### src/rtl/ucd_pkg.sv
package ucd_pkg;
  // Register indexes; byte address on the bus is four times the index
  localparam logic [5:0] IDX_LINE_DEBUG  = 6'h15;
  localparam logic [5:0] IDX_SCRATCH     = 6'h16;
  localparam logic [5:0] IDX_SW_CTRL     = 6'h19;
  localparam logic [5:0] IDX_IRQ_EN      = 6'h1d;
  localparam logic [5:0] IDX_IRQ_STATUS  = 6'h20;
  localparam logic [5:0] IDX_MEAS_CONV   = 6'h36;
  localparam logic [5:0] OFS_SET         = 6'h01;
  localparam logic [5:0] OFS_CLR         = 6'h02;

  // Switch control fields
  localparam int CTRL_ID_PULLDOWN = 1;
  localparam int CTRL_TX_ROUTE    = 2;
  localparam int CTRL_RX_ROUTE    = 3;
  localparam int CTRL_LEFT        = 4;
  localparam int CTRL_RIGHT       = 5;
  localparam int CTRL_MIC         = 6;
  localparam logic [7:0] CTRL_MASK = 8'h7e;

  // Interrupt enable fields
  localparam int IEN_OPEN_RISE = 0;
  localparam int IEN_OPEN_FALL = 1;
  localparam int IEN_MEAS      = 5;
  localparam logic [7:0] IEN_MASK = 8'h23;

  // Status fields
  localparam int STS_OPEN      = 0;
  localparam int STS_RESULT_LO = 3;
  localparam int STS_DONE      = 6;

  // Measurement conversion register fields
  localparam int CONV_DONE     = 3;
  localparam int CONV_START    = 4;
  localparam int CONV_IRQ_EN   = 6;
  localparam logic [7:0] CONV_MASK = 8'h70;

  localparam logic [7:0] SCRATCH_MASK = 8'hff;
  localparam logic [7:0] RESET_BYTE   = 8'h00;

  // Measurement time
  localparam int unsigned CLK_PERIOD_NS = 10;
  localparam int unsigned MEAS_TIME_US  = 282;
  localparam int unsigned MEAS_CYCLES   = (MEAS_TIME_US * 1000) / CLK_PERIOD_NS;
endpackage

### src/rtl/ucd_setclr_reg.sv
module ucd_setclr_reg #(
  parameter logic [5:0] BASE  = 6'h00,
  parameter logic [7:0] MASK  = 8'hff,
  parameter logic [7:0] RESET = 8'h00
) (
  // Clock and reset
  input  wire logic       i_ref_clk,
  input  wire logic       i_rst,
  // Bus commit
  input  wire logic [5:0] i_idx,
  input  wire logic       i_wr_commit,
  input  wire logic [7:0] i_wdata,
  // Hardware clear
  input  wire logic [7:0] i_hw_clr,
  // Value
  output logic      [7:0] o_value
);
  logic [7:0] value_ff;
  logic [7:0] nxt_value;
  wire        hit_wr  = i_wr_commit && (i_idx == BASE);
  wire        hit_set = i_wr_commit && (i_idx == BASE + ucd_pkg::OFS_SET);
  wire        hit_clr = i_wr_commit && (i_idx == BASE + ucd_pkg::OFS_CLR);
  wire  [7:0] wmask   = i_wdata & MASK;

  // Fixed bits never take written ones
  always_comb begin
    nxt_value = value_ff & ~i_hw_clr;
    if (hit_wr) begin
      nxt_value = wmask;
    end else if (hit_set) begin
      nxt_value = value_ff | wmask;
    end else if (hit_clr) begin
      nxt_value = value_ff & ~wmask;
    end
  end

  always_ff @(posedge i_ref_clk) begin
    if (i_rst) begin
      value_ff <= RESET;
    end else begin
      value_ff <= nxt_value & MASK;
    end
  end

  assign o_value = value_ff;
endmodule

### src/rtl/ucd_meas_timer.sv
module ucd_meas_timer #(
  parameter int unsigned CYCLES = 100
) (
  // Clock and reset
  input  wire logic i_ref_clk,
  input  wire logic i_rst,
  // Control
  input  wire logic i_run,
  output logic      o_done
);
  localparam int W = $clog2(CYCLES + 1);
  localparam logic [W-1:0] LAST = W'(CYCLES - 1);
  logic [W-1:0] cnt_ff;
  logic         done_ff;

  // Dropping run aborts and rewinds the count
  always_ff @(posedge i_ref_clk) begin
    if (i_rst || !i_run || done_ff) begin
      cnt_ff  <= '0;
      done_ff <= 1'b0;
    end else begin
      cnt_ff  <= cnt_ff + W'(1);
      done_ff <= (cnt_ff == LAST);
    end
  end

  assign o_done = done_ff;
endmodule

### src/rtl/ucd_regs.sv
//
// Summary of operation
// - Debug register returns live line state in bits 1:0, upper bits zero.
// - Scratch byte supports write, set, clear, resets to zero, affects nothing.
// - Settable registers: base loads, base+1 sets ones, base+2 clears ones.
// - With receive routing clear, data line 1 is held high.
// - Control bit 1 pulls the ID pin to ground.
// - Control bit 2 routes data line 0 transmit onto DM.
// - Control bit 3 routes DP onto data line 1 receive.
// - Control bit 4 closes DM to left audio pin switch.
// - DP connects to right audio pin while bit 5 or 6 set.
// - UART traffic also appears on audio pins with closed switches.
// - Single-ended receivers disabled while any audio switch bit set.
// - Enable bit 0: ID becoming open raises alt_int.
// - Enable bit 1: ID leaving open raises alt_int.
// - Enable bit 5 OR vendor enable: measurement completion with done clear raises alt_int.
// - Unimplemented and reserved bits read as zero.
// - Status bit 0 reads one while ID open with pull-up enabled.
// - Status bits 5:3 report the resistor measurement result code.
// - Status bit 6 sets on completion; measurement takes 282 us.
// - Done clears only on conversion register read, not status read.
//
// Chosen here: the Wishbone interface to the registers.
module ucd_regs #(
  parameter int unsigned MEAS_CYCLES = ucd_pkg::MEAS_CYCLES
) (
  // Clock and reset
  input  wire logic        i_ref_clk,
  input  wire logic        i_rst,
  // Wishbone slave
  input  wire logic        i_wb_cyc,
  input  wire logic        i_wb_stb,
  input  wire logic        i_wb_we,
  input  wire logic [7:0]  i_wb_adr,
  input  wire logic [3:0]  i_wb_sel,
  input  wire logic [31:0] i_wb_dat,
  output logic      [31:0] o_wb_dat,
  output logic             o_wb_ack,
  // Transceiver state inputs
  input  wire logic [1:0]  i_line_state,
  input  wire logic        i_id_open_raw,
  input  wire logic        i_id_pin_pullup_en,
  input  wire logic [2:0]  i_resistor_code,
  input  wire logic        i_accessory_mode_sel,
  input  wire logic        i_ulpi_data0,
  input  wire logic        i_dp_level,
  // Pin and switch controls
  output logic             o_id_pin_pulldown,
  output logic             o_uart_tx_route_en,
  output logic             o_uart_rx_route_en,
  output logic             o_audio_left_switch,
  output logic             o_audio_right_switch,
  output logic             o_se_rx_disable,
  output logic             o_meas_busy,
  // Line drives
  output logic             o_ulpi_data1,
  output logic             o_ulpi_data1_oe,
  output logic             o_dm_out,
  output logic             o_dm_oe,
  output logic             o_audio_left_pin,
  output logic             o_audio_right_pin,
  // Event to RXCMD builder
  output logic             o_alt_int
);
  //////////////////////////////////////////////////////////////////////////////
  // Input synchronisers
  logic [7:0] sync1_ff;
  logic [7:0] sync2_ff;

  always_ff @(posedge i_ref_clk) begin
    if (i_rst) begin
      sync1_ff <= '0;
      sync2_ff <= '0;
    end else begin
      sync1_ff <= {i_dp_level, i_ulpi_data0, i_resistor_code, i_id_open_raw, i_line_state};
      sync2_ff <= sync1_ff;
    end
  end

  wire [1:0] line_state_s = sync2_ff[1:0];
  wire       id_open_s    = sync2_ff[2];
  wire [2:0] res_code_s   = sync2_ff[5:3];
  wire       data0_s      = sync2_ff[6];
  wire       dp_s         = sync2_ff[7];

  //////////////////////////////////////////////////////////////////////////////
  // Wishbone handshake: answer one cycle after the request, commit at the ack edge
  logic        ack_ff;
  logic [31:0] dat_ff;
  logic [7:0]  rd_mux;

  wire       req       = i_wb_cyc && i_wb_stb;
  wire [5:0] idx       = i_wb_adr[7:2];
  wire       commit    = req && ack_ff;
  wire       wr_commit = commit && i_wb_we && i_wb_sel[0];
  wire       rd_commit = commit && !i_wb_we;

  always_ff @(posedge i_ref_clk) begin
    if (i_rst) begin
      ack_ff <= 1'b0;
      dat_ff <= 32'h0000_0000;
    end else begin
      ack_ff <= req && !ack_ff;
      if (req && !ack_ff) begin
        dat_ff <= {24'h00_0000, rd_mux};
      end
    end
  end

  assign o_wb_ack = ack_ff;
  assign o_wb_dat = dat_ff;

  //////////////////////////////////////////////////////////////////////////////
  // Settable registers
  logic [7:0] scratch;
  logic [7:0] ctrl;
  logic [7:0] irq_en;
  logic [7:0] conv;
  logic       meas_done_pulse;

  wire [7:0] conv_hw_clr = meas_done_pulse ? (8'h01 << ucd_pkg::CONV_START) : 8'h00;

  ucd_setclr_reg #(
    .BASE  (ucd_pkg::IDX_SCRATCH),
    .MASK  (ucd_pkg::SCRATCH_MASK),
    .RESET (ucd_pkg::RESET_BYTE)
  ) u_scratch (
    .i_ref_clk   (i_ref_clk),
    .i_rst       (i_rst),
    .i_idx       (idx),
    .i_wr_commit (wr_commit),
    .i_wdata     (i_wb_dat[7:0]),
    .i_hw_clr    (8'h00),
    .o_value     (scratch)
  );

  ucd_setclr_reg #(
    .BASE  (ucd_pkg::IDX_SW_CTRL),
    .MASK  (ucd_pkg::CTRL_MASK),
    .RESET (ucd_pkg::RESET_BYTE)
  ) u_ctrl (
    .i_ref_clk   (i_ref_clk),
    .i_rst       (i_rst),
    .i_idx       (idx),
    .i_wr_commit (wr_commit),
    .i_wdata     (i_wb_dat[7:0]),
    .i_hw_clr    (8'h00),
    .o_value     (ctrl)
  );

  ucd_setclr_reg #(
    .BASE  (ucd_pkg::IDX_IRQ_EN),
    .MASK  (ucd_pkg::IEN_MASK),
    .RESET (ucd_pkg::RESET_BYTE)
  ) u_irq_en (
    .i_ref_clk   (i_ref_clk),
    .i_rst       (i_rst),
    .i_idx       (idx),
    .i_wr_commit (wr_commit),
    .i_wdata     (i_wb_dat[7:0]),
    .i_hw_clr    (8'h00),
    .o_value     (irq_en)
  );

  ucd_setclr_reg #(
    .BASE  (ucd_pkg::IDX_MEAS_CONV),
    .MASK  (ucd_pkg::CONV_MASK),
    .RESET (ucd_pkg::RESET_BYTE)
  ) u_conv (
    .i_ref_clk   (i_ref_clk),
    .i_rst       (i_rst),
    .i_idx       (idx),
    .i_wr_commit (wr_commit),
    .i_wdata     (i_wb_dat[7:0]),
    .i_hw_clr    (conv_hw_clr),
    .o_value     (conv)
  );

  //////////////////////////////////////////////////////////////////////////////
  // Resistor measurement
  wire meas_run = conv[ucd_pkg::CONV_START];

  ucd_meas_timer #(
    .CYCLES (MEAS_CYCLES)
  ) u_meas_timer (
    .i_ref_clk (i_ref_clk),
    .i_rst     (i_rst),
    .i_run     (meas_run),
    .o_done    (meas_done_pulse)
  );

  logic [2:0] result_ff;
  logic       done_ff;

  wire conv_read = rd_commit && (idx >= ucd_pkg::IDX_MEAS_CONV)
                   && (idx <= ucd_pkg::IDX_MEAS_CONV + ucd_pkg::OFS_CLR);

  // Completion wins over a read-clear landing in the same cycle
  always_ff @(posedge i_ref_clk) begin
    if (i_rst) begin
      result_ff <= 3'h0;
      done_ff   <= 1'b0;
    end else if (meas_done_pulse) begin
      result_ff <= res_code_s;
      done_ff   <= 1'b1;
    end else if (conv_read) begin
      done_ff   <= 1'b0;
    end
  end

  assign o_meas_busy = meas_run;

  //////////////////////////////////////////////////////////////////////////////
  // Alt interrupt events
  logic id_open_prev_ff;
  logic alt_int_ff;

  // Syncs restart at zero; an ID idling open would fake a rise
  logic [1:0] settle_ff;
  logic [1:0] nxt_settle;
  wire        settled = (settle_ff == 2'h3);

  assign nxt_settle = settled ? settle_ff : settle_ff + 2'h1;

  always_ff @(posedge i_ref_clk) begin
    if (i_rst) begin
      settle_ff <= 2'h0;
    end else begin
      settle_ff <= nxt_settle;
    end
  end

  wire open_rise = settled && id_open_s && !id_open_prev_ff;
  wire open_fall = settled && !id_open_s && id_open_prev_ff;
  wire meas_ien  = irq_en[ucd_pkg::IEN_MEAS] || conv[ucd_pkg::CONV_IRQ_EN];
  wire alt_event = (open_rise && irq_en[ucd_pkg::IEN_OPEN_RISE])
                   || (open_fall && irq_en[ucd_pkg::IEN_OPEN_FALL])
                   || (meas_done_pulse && !done_ff && meas_ien);

  always_ff @(posedge i_ref_clk) begin
    if (i_rst) begin
      id_open_prev_ff <= 1'b0;
      alt_int_ff      <= 1'b0;
    end else begin
      id_open_prev_ff <= id_open_s;
      alt_int_ff      <= alt_event;
    end
  end

  assign o_alt_int = alt_int_ff;

  //////////////////////////////////////////////////////////////////////////////
  // Read mux
  wire [7:0] debug_val  = {6'h00, line_state_s};
  wire       open_flag  = id_open_s && i_id_pin_pullup_en;
  wire [7:0] status_val = {1'b0, done_ff, result_ff, 2'b00, open_flag};
  wire [7:0] conv_val   = {1'b0, conv[6:4], done_ff, result_ff};

  always_comb begin
    case (idx)
      ucd_pkg::IDX_LINE_DEBUG: rd_mux = debug_val;
      ucd_pkg::IDX_SCRATCH,
      ucd_pkg::IDX_SCRATCH + ucd_pkg::OFS_SET,
      ucd_pkg::IDX_SCRATCH + ucd_pkg::OFS_CLR: rd_mux = scratch;
      ucd_pkg::IDX_SW_CTRL,
      ucd_pkg::IDX_SW_CTRL + ucd_pkg::OFS_SET,
      ucd_pkg::IDX_SW_CTRL + ucd_pkg::OFS_CLR: rd_mux = ctrl;
      ucd_pkg::IDX_IRQ_EN,
      ucd_pkg::IDX_IRQ_EN + ucd_pkg::OFS_SET,
      ucd_pkg::IDX_IRQ_EN + ucd_pkg::OFS_CLR: rd_mux = irq_en;
      ucd_pkg::IDX_IRQ_STATUS: rd_mux = status_val;
      ucd_pkg::IDX_MEAS_CONV,
      ucd_pkg::IDX_MEAS_CONV + ucd_pkg::OFS_SET,
      ucd_pkg::IDX_MEAS_CONV + ucd_pkg::OFS_CLR: rd_mux = conv_val;
      default: rd_mux = 8'h00;
    endcase
  end

  //////////////////////////////////////////////////////////////////////////////
  // Switch controls and line drives
  wire tx_en = ctrl[ucd_pkg::CTRL_TX_ROUTE];
  wire rx_en = ctrl[ucd_pkg::CTRL_RX_ROUTE];
  wire left  = ctrl[ucd_pkg::CTRL_LEFT];
  wire right = ctrl[ucd_pkg::CTRL_RIGHT] || ctrl[ucd_pkg::CTRL_MIC];

  assign o_id_pin_pulldown    = ctrl[ucd_pkg::CTRL_ID_PULLDOWN];
  assign o_uart_tx_route_en   = tx_en;
  assign o_uart_rx_route_en   = rx_en;
  assign o_audio_left_switch  = left;
  assign o_audio_right_switch = right;
  assign o_se_rx_disable      = left || right;

  logic data1_ff;
  logic data1_oe_ff;
  logic dm_ff;
  logic dm_oe_ff;
  logic aud_l_ff;
  logic aud_r_ff;

  // Routing only takes hold once the link has selected accessory mode
  always_ff @(posedge i_ref_clk) begin
    if (i_rst) begin
      data1_ff    <= 1'b1;
      data1_oe_ff <= 1'b0;
      dm_ff       <= 1'b0;
      dm_oe_ff    <= 1'b0;
      aud_l_ff    <= 1'b0;
      aud_r_ff    <= 1'b0;
    end else begin
      data1_ff    <= rx_en ? dp_s : 1'b1;
      data1_oe_ff <= i_accessory_mode_sel;
      dm_ff       <= data0_s;
      dm_oe_ff    <= i_accessory_mode_sel && tx_en;
      aud_l_ff    <= i_accessory_mode_sel && tx_en && left && data0_s;
      aud_r_ff    <= i_accessory_mode_sel && rx_en && right && dp_s;
    end
  end

  assign o_ulpi_data1      = data1_ff;
  assign o_ulpi_data1_oe   = data1_oe_ff;
  assign o_dm_out          = dm_ff;
  assign o_dm_oe           = dm_oe_ff;
  assign o_audio_left_pin  = aud_l_ff;
  assign o_audio_right_pin = aud_r_ff;
endmodule

### config.mk
export PLATFORM = sky130hd
export DESIGN_NAME = ucd_regs
export DESIGN_NICKNAME = d
export VERILOG_FILES = /design/src/rtl/ucd_pkg.sv /design/src/rtl/ucd_setclr_reg.sv /design/src/rtl/ucd_meas_timer.sv /design/src/rtl/ucd_regs.sv
export SDC_FILE = /design/constraint.sdc
export NUM_CORES = 1
export LEC_CHECK = 0
export BUFFER_PORTS_ARGS = -buffer_cell sky130_fd_sc_hd__buf_2
export CAP_MARGIN = 20
export CORE_MARGIN = 3
export CORE_UTILIZATION = 53
export CTS_CLUSTER_DIAMETER = 80
export DETAILED_ROUTE_END_ITERATION = 10
export GPL_ROUTABILITY_DRIVEN = 1
export GPL_TIMING_DRIVEN = 0
export PLACE_DENSITY = 0.8
export REMOVE_ABC_BUFFERS = 1
export SLEW_MARGIN = 20
export SYNTH_ARGS = -nofsm -noshare
export SYNTH_HDL_FRONTEND = slang
export SYNTH_HIERARCHICAL = 1
export SYNTH_SLANG_ARGS = --single-unit
### constraint.sdc
create_clock -name i_ref_clk -period 2.14 [get_ports i_ref_clk]
set_input_delay 0.428 -clock i_ref_clk [delete_from_list [all_inputs] [get_ports i_ref_clk]]
set_output_delay 0.428 -clock i_ref_clk [all_outputs]
set_load 0.02 [all_outputs]
; ---- After elaboration in Yosys (flattened, before gate mapping)
; Cells that the tools add are included.
[word_totals]
reg_bits = 75
output_inout_bits = 47
wordCells = 129
[op_classes]
n_addsub = 2
n_lt_le_gt_ge = 2
n_eq_ne = 16
n_mux = 16
bitwise_logic = 15
n_reduce_logical = 57
[ops]
columns = op, count
row1 = 6-bit by 5-bit == test with 1-bit output (second input constant), 10
row2 = 8-bit case mux with 6 select lines, 1
row3 = 7-bit 2-to-1 mux, 6
row4 = 1-bit logical AND, 35
row5 = 6-bit == test (second input constant), 4
row6 = 8-bit 2-to-1 mux, 3
row7 = 7-bit AND, 3
row8 = 6-bit 2-to-1 mux, 3
row9 = 15-bit by 1-bit adder with 15-bit output (second input constant), 1
row10 = 15-bit == test (second input constant), 1
row11 = 7-bit inverter, 2
row12 = 7-bit OR, 2
row13 = 3-bit OR reduction, 4
row14 = 3-bit nonzero test, 3
row15 = 8-bit AND, 1
row16 = 8-bit inverter, 1
row17 = 8-bit OR, 1
row18 = 1-bit logical OR, 7
row19 = 5-bit inverter with 7-bit output, 1
row20 = 6-bit AND, 1
row21 = 6-bit >= comparator (second input constant), 1
row22 = 6-bit less-or-equal comparator (second input constant), 1
row23 = 1-bit logical NOT, 6
row24 = 6-bit inverter, 1
row25 = other kinds (8), 9

; ---- Depth between registers and ports, before layout
; Gate-level depths: netlist of run 1.
[depth]
depth_word = 8
ltp_mapped = 7
ltp_nobuf = 6

; ---- Cells and area by module
; Netlist of run 1, hierarchy kept.
[by_module_without_submodules]
columns = module, n_inst, cells_each, area_each_um2
row1 = ucd_regs, 1, 187, 1789.2
row2 = ucd_meas_timer, 1, 85, 748.2
row3 = ucd_setclr_reg (u_scratch), 1, 53, 535.5
row4 = ucd_setclr_reg (u_ctrl), 1, 52, 449.2
row5 = ucd_setclr_reg (u_irq_en), 1, 37, 296.5
row6 = ucd_setclr_reg (u_conv), 1, 32, 240.2

; ---- Worst setup path before layout of run 1
; OpenSTA, ideal clock, no wires.
[synth_timing]
path_type = flip-flop to flip-flop
start = register ack_ff, in the netlist o_wb_ack
end = register u_scratch.value_ff[1], in the netlist u_scratch/o_value[1]
setup_ps = 139
arrival_time_ps = 1897
t_required_ps = 2001
slack_ps = 104
path_stages_with_launch = 8
path_buffers = 1
period_less_slack_ps = 2036
cell_sequence = dfxtp_1 and3_1 and3_1 nand4bb_4 or4b_4 buf_6 a21oi_2 a311oi_1
[synth_between]
elab_chain_cells = 6
[synth_rtl]
columns = element, line
row1 = start: declaration, ucd_regs.sv:88  ; logic ack_ff;
row2 = start signal: assignment, ucd_regs.sv:103  ; ack_ff <= req && !ack_ff;
row3 = 1-bit logical AND *, ucd_regs.sv:94  ; wire commit = req && ack_ff;
row4 = 1-bit logical AND * (2 in a row), ucd_regs.sv:95  ; wire wr_commit = commit && i_wb_we && i_wb_sel[0];
row5 = named net wr_commit, ucd_regs.sv:95
row6 = 1-bit logical AND, ucd_setclr_reg.sv:21  ; wire hit_set = i_wr_commit && (i_idx == BASE + ucd_pkg::OFS_SET);
row7 = 8-bit 2-to-1 mux, ucd_setclr_reg.sv:30  ; end else if (hit_set) begin
row8 = 8-bit 2-to-1 mux, ucd_setclr_reg.sv:28  ; if (hit_wr) begin
row9 = end signal: assignment, ucd_setclr_reg.sv:41  ; value_ff <= nxt_value & MASK;
row10 = end: declaration, ucd_setclr_reg.sv:18  ; logic [7:0] value_ff;
; Mark *: on every way through the listed nets, which the timed path passes. The rest lies on a longest branch.
; A chain may end at the register's enable or synchronous reset.

; ---- Final worst setup path of run 1
[layout_timing]
start = register ack_ff, in the netlist o_wb_ack
end = register u_scratch.value_ff[4], in the netlist u_scratch/o_value[4]
; The elaborated chain is that of the path after synthesis.

==> results of run 1 <==
## worst max-delay path, cell delays in order, from the launching register on
cell and delay [ns]:
dfxtp_1 0.37, and3_1 0.19, and3_4 0.27, nand4bb_4 0.15, or4b_4 0.61, a21oi_2 0.17
a311oi_1 0.06
## per-stage QoR
stage	cells	power (mW)	TNS (ns)	instance area (sq um)	hold WS, ns
final	611	2.74	0	4480	0.285
after global routing	611	2.85	0	4480	0.279
after CTS	611	2.75	0	4480	0.280
after detailed placement	596	1.73	-0.988	4290	0.426
after global placement	596	1.72	-0.677	4290	0.423
after floorplan	445	1.62	0	3910	0.409
## layout make-up
cell class	count	area (sq um)
tap	99	124
timing repair buffer	52	260
multi-input combinational	361	2370
sequential	75	1500
fill	674	2810
inverter	9	33.8
clock buffer	12	165
clock inverter	3	21.3
## how the worst min path moves through the flow
stage / start / to / slack, ns / depth (start not counted)
2_1_floorplan: sync2_ff[7] / o_ulpi_data1 / 0.41 / 2
3_3_place_gp: sync1_ff[0] / sync2_ff[0] / 0.42 / 1
3_5_place_dp: sync1_ff[3] / sync2_ff[3] / 0.43 / 1
4_1_cts: i_line_state[1] / sync1_ff[1] / 0.28 / 2
5_1_grt: i_line_state[1] / sync1_ff[1] / 0.28 / 2
6_report: i_line_state[1] / sync1_ff[1] / 0.28 / 2
## layer usage
metal,track usage,up-vias,part of all wire
met5,0,-,0
met4,0.0830,0,0.014
met3,0.0523,12,0.065
met2,0.352,124,0.48
met1,0.263,1568,0.44
li1,-,1682,-
## sequential cells by signal, summed over array words and instances (netlist names), 2 cells and up
name	flops
u_meas_timer/cnt_ff	15
o_wb_dat	8
sync1_ff	8
sync2_ff	8
u_scratch/o_value	8
u_ctrl/o_value	6
result_ff	3
u_conv/o_value	3
u_irq_en/o_value	3
settle_ff	2
## power groups by stage
stage               clock (mW)  combinational, mW  sequential [mW]
floorplan                    0              0.148             1.47
global placement             0              0.255             1.47
detailed placement           0              0.264             1.47
CTS                       1.05              0.264             1.44
global route              1.12              0.294             1.44
finish                    1.04              0.268             1.44
==> results by group, run 1 <==
Setup path
  • Setup CP Type: reg2reg
  • Critical path fanouts, max: 8
  • Worst EP required: 2.32 ns
  • R2R cell count: 6
  • Crit. End Element: register
  • Register-to-register setup slack: 0.15 ns
  • FF-to-FF Start: o_wb_ack
  • CP Capture Point: u_scratch/o_value[4]
  • Worst setup SP type: register
  • Worst Setup SP: o_wb_ack
  • Arrival time at the worst endpoint: 2.17 ns
  • Reg2reg end: u_scratch/o_value[4]

Clock network
  • CTS tree: yes
  • Worst skew pair latency: 0.35 ns
  • H-Tree Depth: 3
  • Gates resized, CTS repair: 0
  • Setup bufs post-CTS: 0
  • CTS Buf Count: 9
  • Clk buf depth: 2
  • CTS Hold Bufs: 0
  • Clock Root Buffer: clkbuf_8
  • Clock-pin slew on the worst setup and hold paths: 0.08 ns
  • Sink Count: 75

STA
  • Hold Vio Cnt, Final: 0
  • Final WS setup: 0.150 ns
  • Crit share post-route: 0.930
  • Max_slew headroom: 0.336
  • Fmax: 0.503 GHz
  • Post-route clock skew: 0.0117 ns
  • Slew Limit Fails: 0
  • RSZ-0062 raised after global routing: false
  • Setup violations, final: 0
  • Post-layout min period: 1.99 ns
  • Worst-Margin Slew: 0.996 ns

Finish
  • Commonest cells after routing, fill and taps aside: 75 x dfxtp_1, 52 x buf_2, 50 x conb_1
  • Utilization after layout: 0.614
  • Synthesis-to-finish area growth: 11.5%
  • Nets: 570
  • Ratio of cells with drive above 1 in the final layout: 0.205
  • Commonest non-fill, non-tap cell in the layout: dfxtp_1
  • Diodes inserted: 0

Routing
  • Routed WL: 9150 um
  • Drt pass-1 iters: 8
  • DR vias: 3386
  • Vias per cell: 5.54
  • Antenna Nets Post-Route: 0
  • Initial DRC count: 178
  • Residual DRC count: 0
  • Post-DR wirelength/cell: 15.0 um

GRT
  • Overflow left after global routing: 0
  • First-pass GRT wire length: 14700 um
  • Vias in the first global route: 3137
  • Gr usage total: 0.212
  • Initial antenna violation count: 0
  • Largest net degree at the start of global routing: 55

Power and ir drop
  • Clock power frac: 0.379
  • Pleak: 1.67 nW
  • Pwr dens: 612 nW/um^2
  • Switching pwr: 713 uW
  • Max VDD drop: 0.000488 V
  • Pint: 2.03 mW
  • Combinational power share: 0.098
  • Sw Ratio: 0.260
  • Flop pwr share: 0.524

Yosys
  • Post-Syn Area: 4020 sq um
  • Cells after synthesis: 440
  • Syn_area_per_cell: 9.13 sq um
  • Synth Warn #: 6

Placed design
  • Dpl ws: -0.132 ns
  • Gpl congestion: 0.824
  • Dpl hpwl: 6390 um
  • IO Port Bufs: 52

Floorplan
  • Die X-Extent: 93.1 um
  • Die Span Y: 93.1 um
  • Initial Util: 0.551
  • Die area: 8660 sq um
  • IO Pins: 106
  • Core region area: 7290 sq um
  • Row cnt: 31

Status
  • Status: finished clean

Worst hold path
  • Worst Hold Class: in2reg

Job
  • Max Cap Viol: 0
No activity file was read; power rests on OpenSTA's default activity.
==> inputs of run 2 (changes only) <==
Settings changed: PLACE_DENSITY 0.8 to 0.78.
==> run 2 against run 1 <==
Design area rose by 0.92%; worst setup slack got worse by 0.0048 ns; highest routed layer unchanged; critical path type unchanged; sequential cell count did not move.
==> results by group, run 2 (synthesized netlist as in run 1, its figures left out) <==
Status
  • Status: finished clean

Setup path
  • R2R cell count: 6 (unchanged)
  • CP Capture Point: u_scratch/o_value[6]
  • Cell count along the critical path: 6 (unchanged)
  • Setup CP Type: reg2reg
  • Worst setup SP type: register
  • WP buf/inv: 0 (unchanged)
  • CP max stage cell: or4b_4
  • Arrival time at the worst endpoint: 2.18 ns (about the same)
  • FF-to-FF Start: o_wb_ack
  • Critical path's top delay family: simple AND/OR/NAND/NOR gates
  • Cell chain of the critical path: and3_1, and3_4, nand4bb_4, or4b_4, a21oi_2, a311oi_1
  • Reg2reg end: u_scratch/o_value[6]
  • Worst Setup SP: o_wb_ack
  • Crit. End Element: register
  • Register-to-register setup slack: 0.15 ns (about the same)
  • Critical path fanouts, max: 8 (unchanged)
  • Worst path max stage delay: 0.62 ns (about the same)
  • Worst EP required: 2.32 ns (about the same)

Routing
  • Residual DRC count: 0 (unchanged)
  • Post-DR wirelength/cell: 15.1 um (+0.83%)
  • Initial DRC count: 159 (-11%)
  • DR vias: 3431 (+1.3%)
  • Routed WL: 9210 um (+0.67%)
  • Vias per cell: 5.62 (+1.5%)
  • Drt pass-1 iters: 5 (-3)
  • Antenna Nets Post-Route: 0 (unchanged)

Finish
  • Post-Layout Cell Count: 610 (-0.16%)
  • Fill cell count: 662 (-1.8%)
  • Ratio of cells with drive above 1 in the final layout: 0.204 (-0.00156)
  • Commonest cells after routing, fill and taps aside: 75 x dfxtp_1, 52 x buf_2, 50 x conb_1
  • Synthesis-to-finish area growth: 12.6%
  • Nets: 570 (unchanged)
  • Fin area: 4520 sq um (+0.92%)
  • Diodes inserted: 0 (unchanged)
  • Biggest register: u_meas_timer/cnt_ff
  • Largest register FFs: 15 (unchanged)
  • Utilization after layout: 0.620 (+0.00566)
  • Commonest non-fill, non-tap cell in the layout: dfxtp_1

STA
  • Post-Route Setup TNS: 0 ns (unchanged)
  • Slew Limit Fails: 0 (unchanged)
  • Post-layout min period: 1.99 ns (+0.00481 ns)
  • RSZ-0062 raised after global routing: false
  • Hold Vio Cnt, Final: 0 (unchanged)
  • Setup violations, final: 0 (unchanged)
  • Crit share post-route: 0.932 (+0.00225)
  • Max_slew headroom: 0.328 (-0.00844)
  • Fmax: 0.501 GHz (-0.24%)
  • Post-route clock skew: 0.00880 ns (-0.00288 ns)
  • Worst-Margin Slew: 1.01 ns (+0.0127 ns)

Floorplan
  • Row cnt: 31 (unchanged)
  • Die area: 8660 sq um (unchanged)
  • Die Span Y: 93.1 um (unchanged)
  • IO Pins: 106 (unchanged)
  • Core region area: 7290 sq um (unchanged)
  • Die X-Extent: 93.1 um (unchanged)
  • Initial Util: 0.551 (unchanged)

Placed design
  • Placed cells: 596 (unchanged)
  • IO Port Bufs: 52 (unchanged)
  • Placement Cell Area: 4290 sq um (unchanged)
  • Gpl congestion: 0.822 (-0.24%)
  • Dpl hpwl: 6360 um (-0.56%)

Clock network
  • Worst skew pair latency: 0.35 ns (about the same)
  • Clock-pin slew on the worst setup and hold paths: 0.07 ns (about the same)
  • Clk buf depth: 2 (unchanged)
  • Setup bufs post-CTS: 0 (unchanged)
  • CTS tree: yes
  • CTS Buf Count: 9 (unchanged)
  • H-Tree Depth: 3 (unchanged)
  • Sink Count: 75 (unchanged)
  • Clock Root Buffer: clkbuf_8

Worst hold path
  • Worst Hold Class: in2reg
  • Hold Path Depth: 2 (unchanged)
  • Hold wc startpoint: i_resistor_code[1]

Power and ir drop
  • Pwr dens: 658 nW/um^2 (+7.5%)
  • Combinational power share: 0.091 (-0.007)
  • Max VDD drop: 0.000500 V (+2.5%)
  • Pleak: 1.69 nW (+1.2%)
  • Sw Ratio: 0.234 (-0.0257)
  • Switching pwr: 698 uW (-2.2%)
  • Flop pwr share: 0.482 (-0.042)
  • Pint: 2.28 mW (+12%)
  • Clock power frac: 0.427 (+0.048)

GRT
  • First-pass GRT wire length: 14900 um (+1.2%)
  • Vias in the first global route: 3216 (+2.5%)
  • Overflow left after global routing: 0 (unchanged)
  • Largest net degree at the start of global routing: 55 (unchanged)
  • Gr usage total: 0.213 (+0.00163)
  • Initial antenna violation count: 0 (unchanged)

Job
  • Max Cap Viol: 0 (unchanged)
-- run 2: changes by cell type in the layout (fill, tap and decap cells not counted), sizes merged --
cell | previous run | this run
clkinvlp | 1 | 0
clkinv | 1 | 2
inv | 10 | 9
clkbuf | 12 | 9
bufinv | 0 | 3
-- run 2: per-layer routing --
metal  up-vias  wire length (um)  GRT usage
li1       1683                 -          -
met1      1625              4090      0.264
met2       107              4460      0.368
met3        16               491     0.0491
met4         0               174     0.0659
met5         -                 0          0
-- run 2: worst min-delay path by stage --
stage | endpoint | slack [ns]
finish | sync1_ff[4] | 0.29
floorplan | o_ulpi_data1 | 0.41
CTS | sync1_ff[3] | 0.27
global placement | sync2_ff[2] | 0.42
detailed placement | sync2_ff[3] | 0.43
global route | sync1_ff[3] | 0.29
-- run 2: layout make-up --
type	count	area (sq um)	share of cell area
repair buffers	52	260	0.0576
clock inverters	5	104	0.0230
inverters	9	33.8	0.00747
multi-input cells	361	2370	0.525
flip-flops and latches	75	1500	0.332
well taps	99	124	0.0274
clock buffers	9	124	0.0274
-- run 2: worst reg2reg max path, cell delays in order (launching register included) --
cell       delay, ns
dfxtp_1         0.36
and3_1          0.20
and3_4          0.27
nand4bb_4       0.15
or4b_4          0.62
a21oi_2         0.19
a311oi_1        0.06
-- run 2: power groups by stage --
| stage | registers [mW] | clock network [mW] | logic, mW |
|---|---|---|---|
| after global routing | 1.44 | 1.35 | 0.298 |
| after CTS | 1.44 | 1.30 | 0.265 |
| after detailed placement | 1.47 | 0 | 0.264 |
| after floorplan | 1.47 | 0 | 0.148 |
| after global placement | 1.47 | 0 | 0.256 |
| final | 1.44 | 1.27 | 0.269 |
-- run 2: timing repair --
action,CTS,global route
endpoints found under the setup margin,0,8
gates resized for setup,0,2
hold buffers,0,0
-- run 2: metrics by stage --
| step | setup WS [ns] | total power [mW] | hold slack (ns) |
|---|---|---|---|
| global route | 0.0541 | 3.09 | 0.288 |
| finish | 0.145 | 2.98 | 0.292 |
| global placement | -0.0904 | 1.72 | 0.416 |
| floorplan | 0.132 | 1.62 | 0.409 |
| CTS | 0.0130 | 3.00 | 0.275 |
| detailed placement | -0.151 | 1.73 | 0.425 |
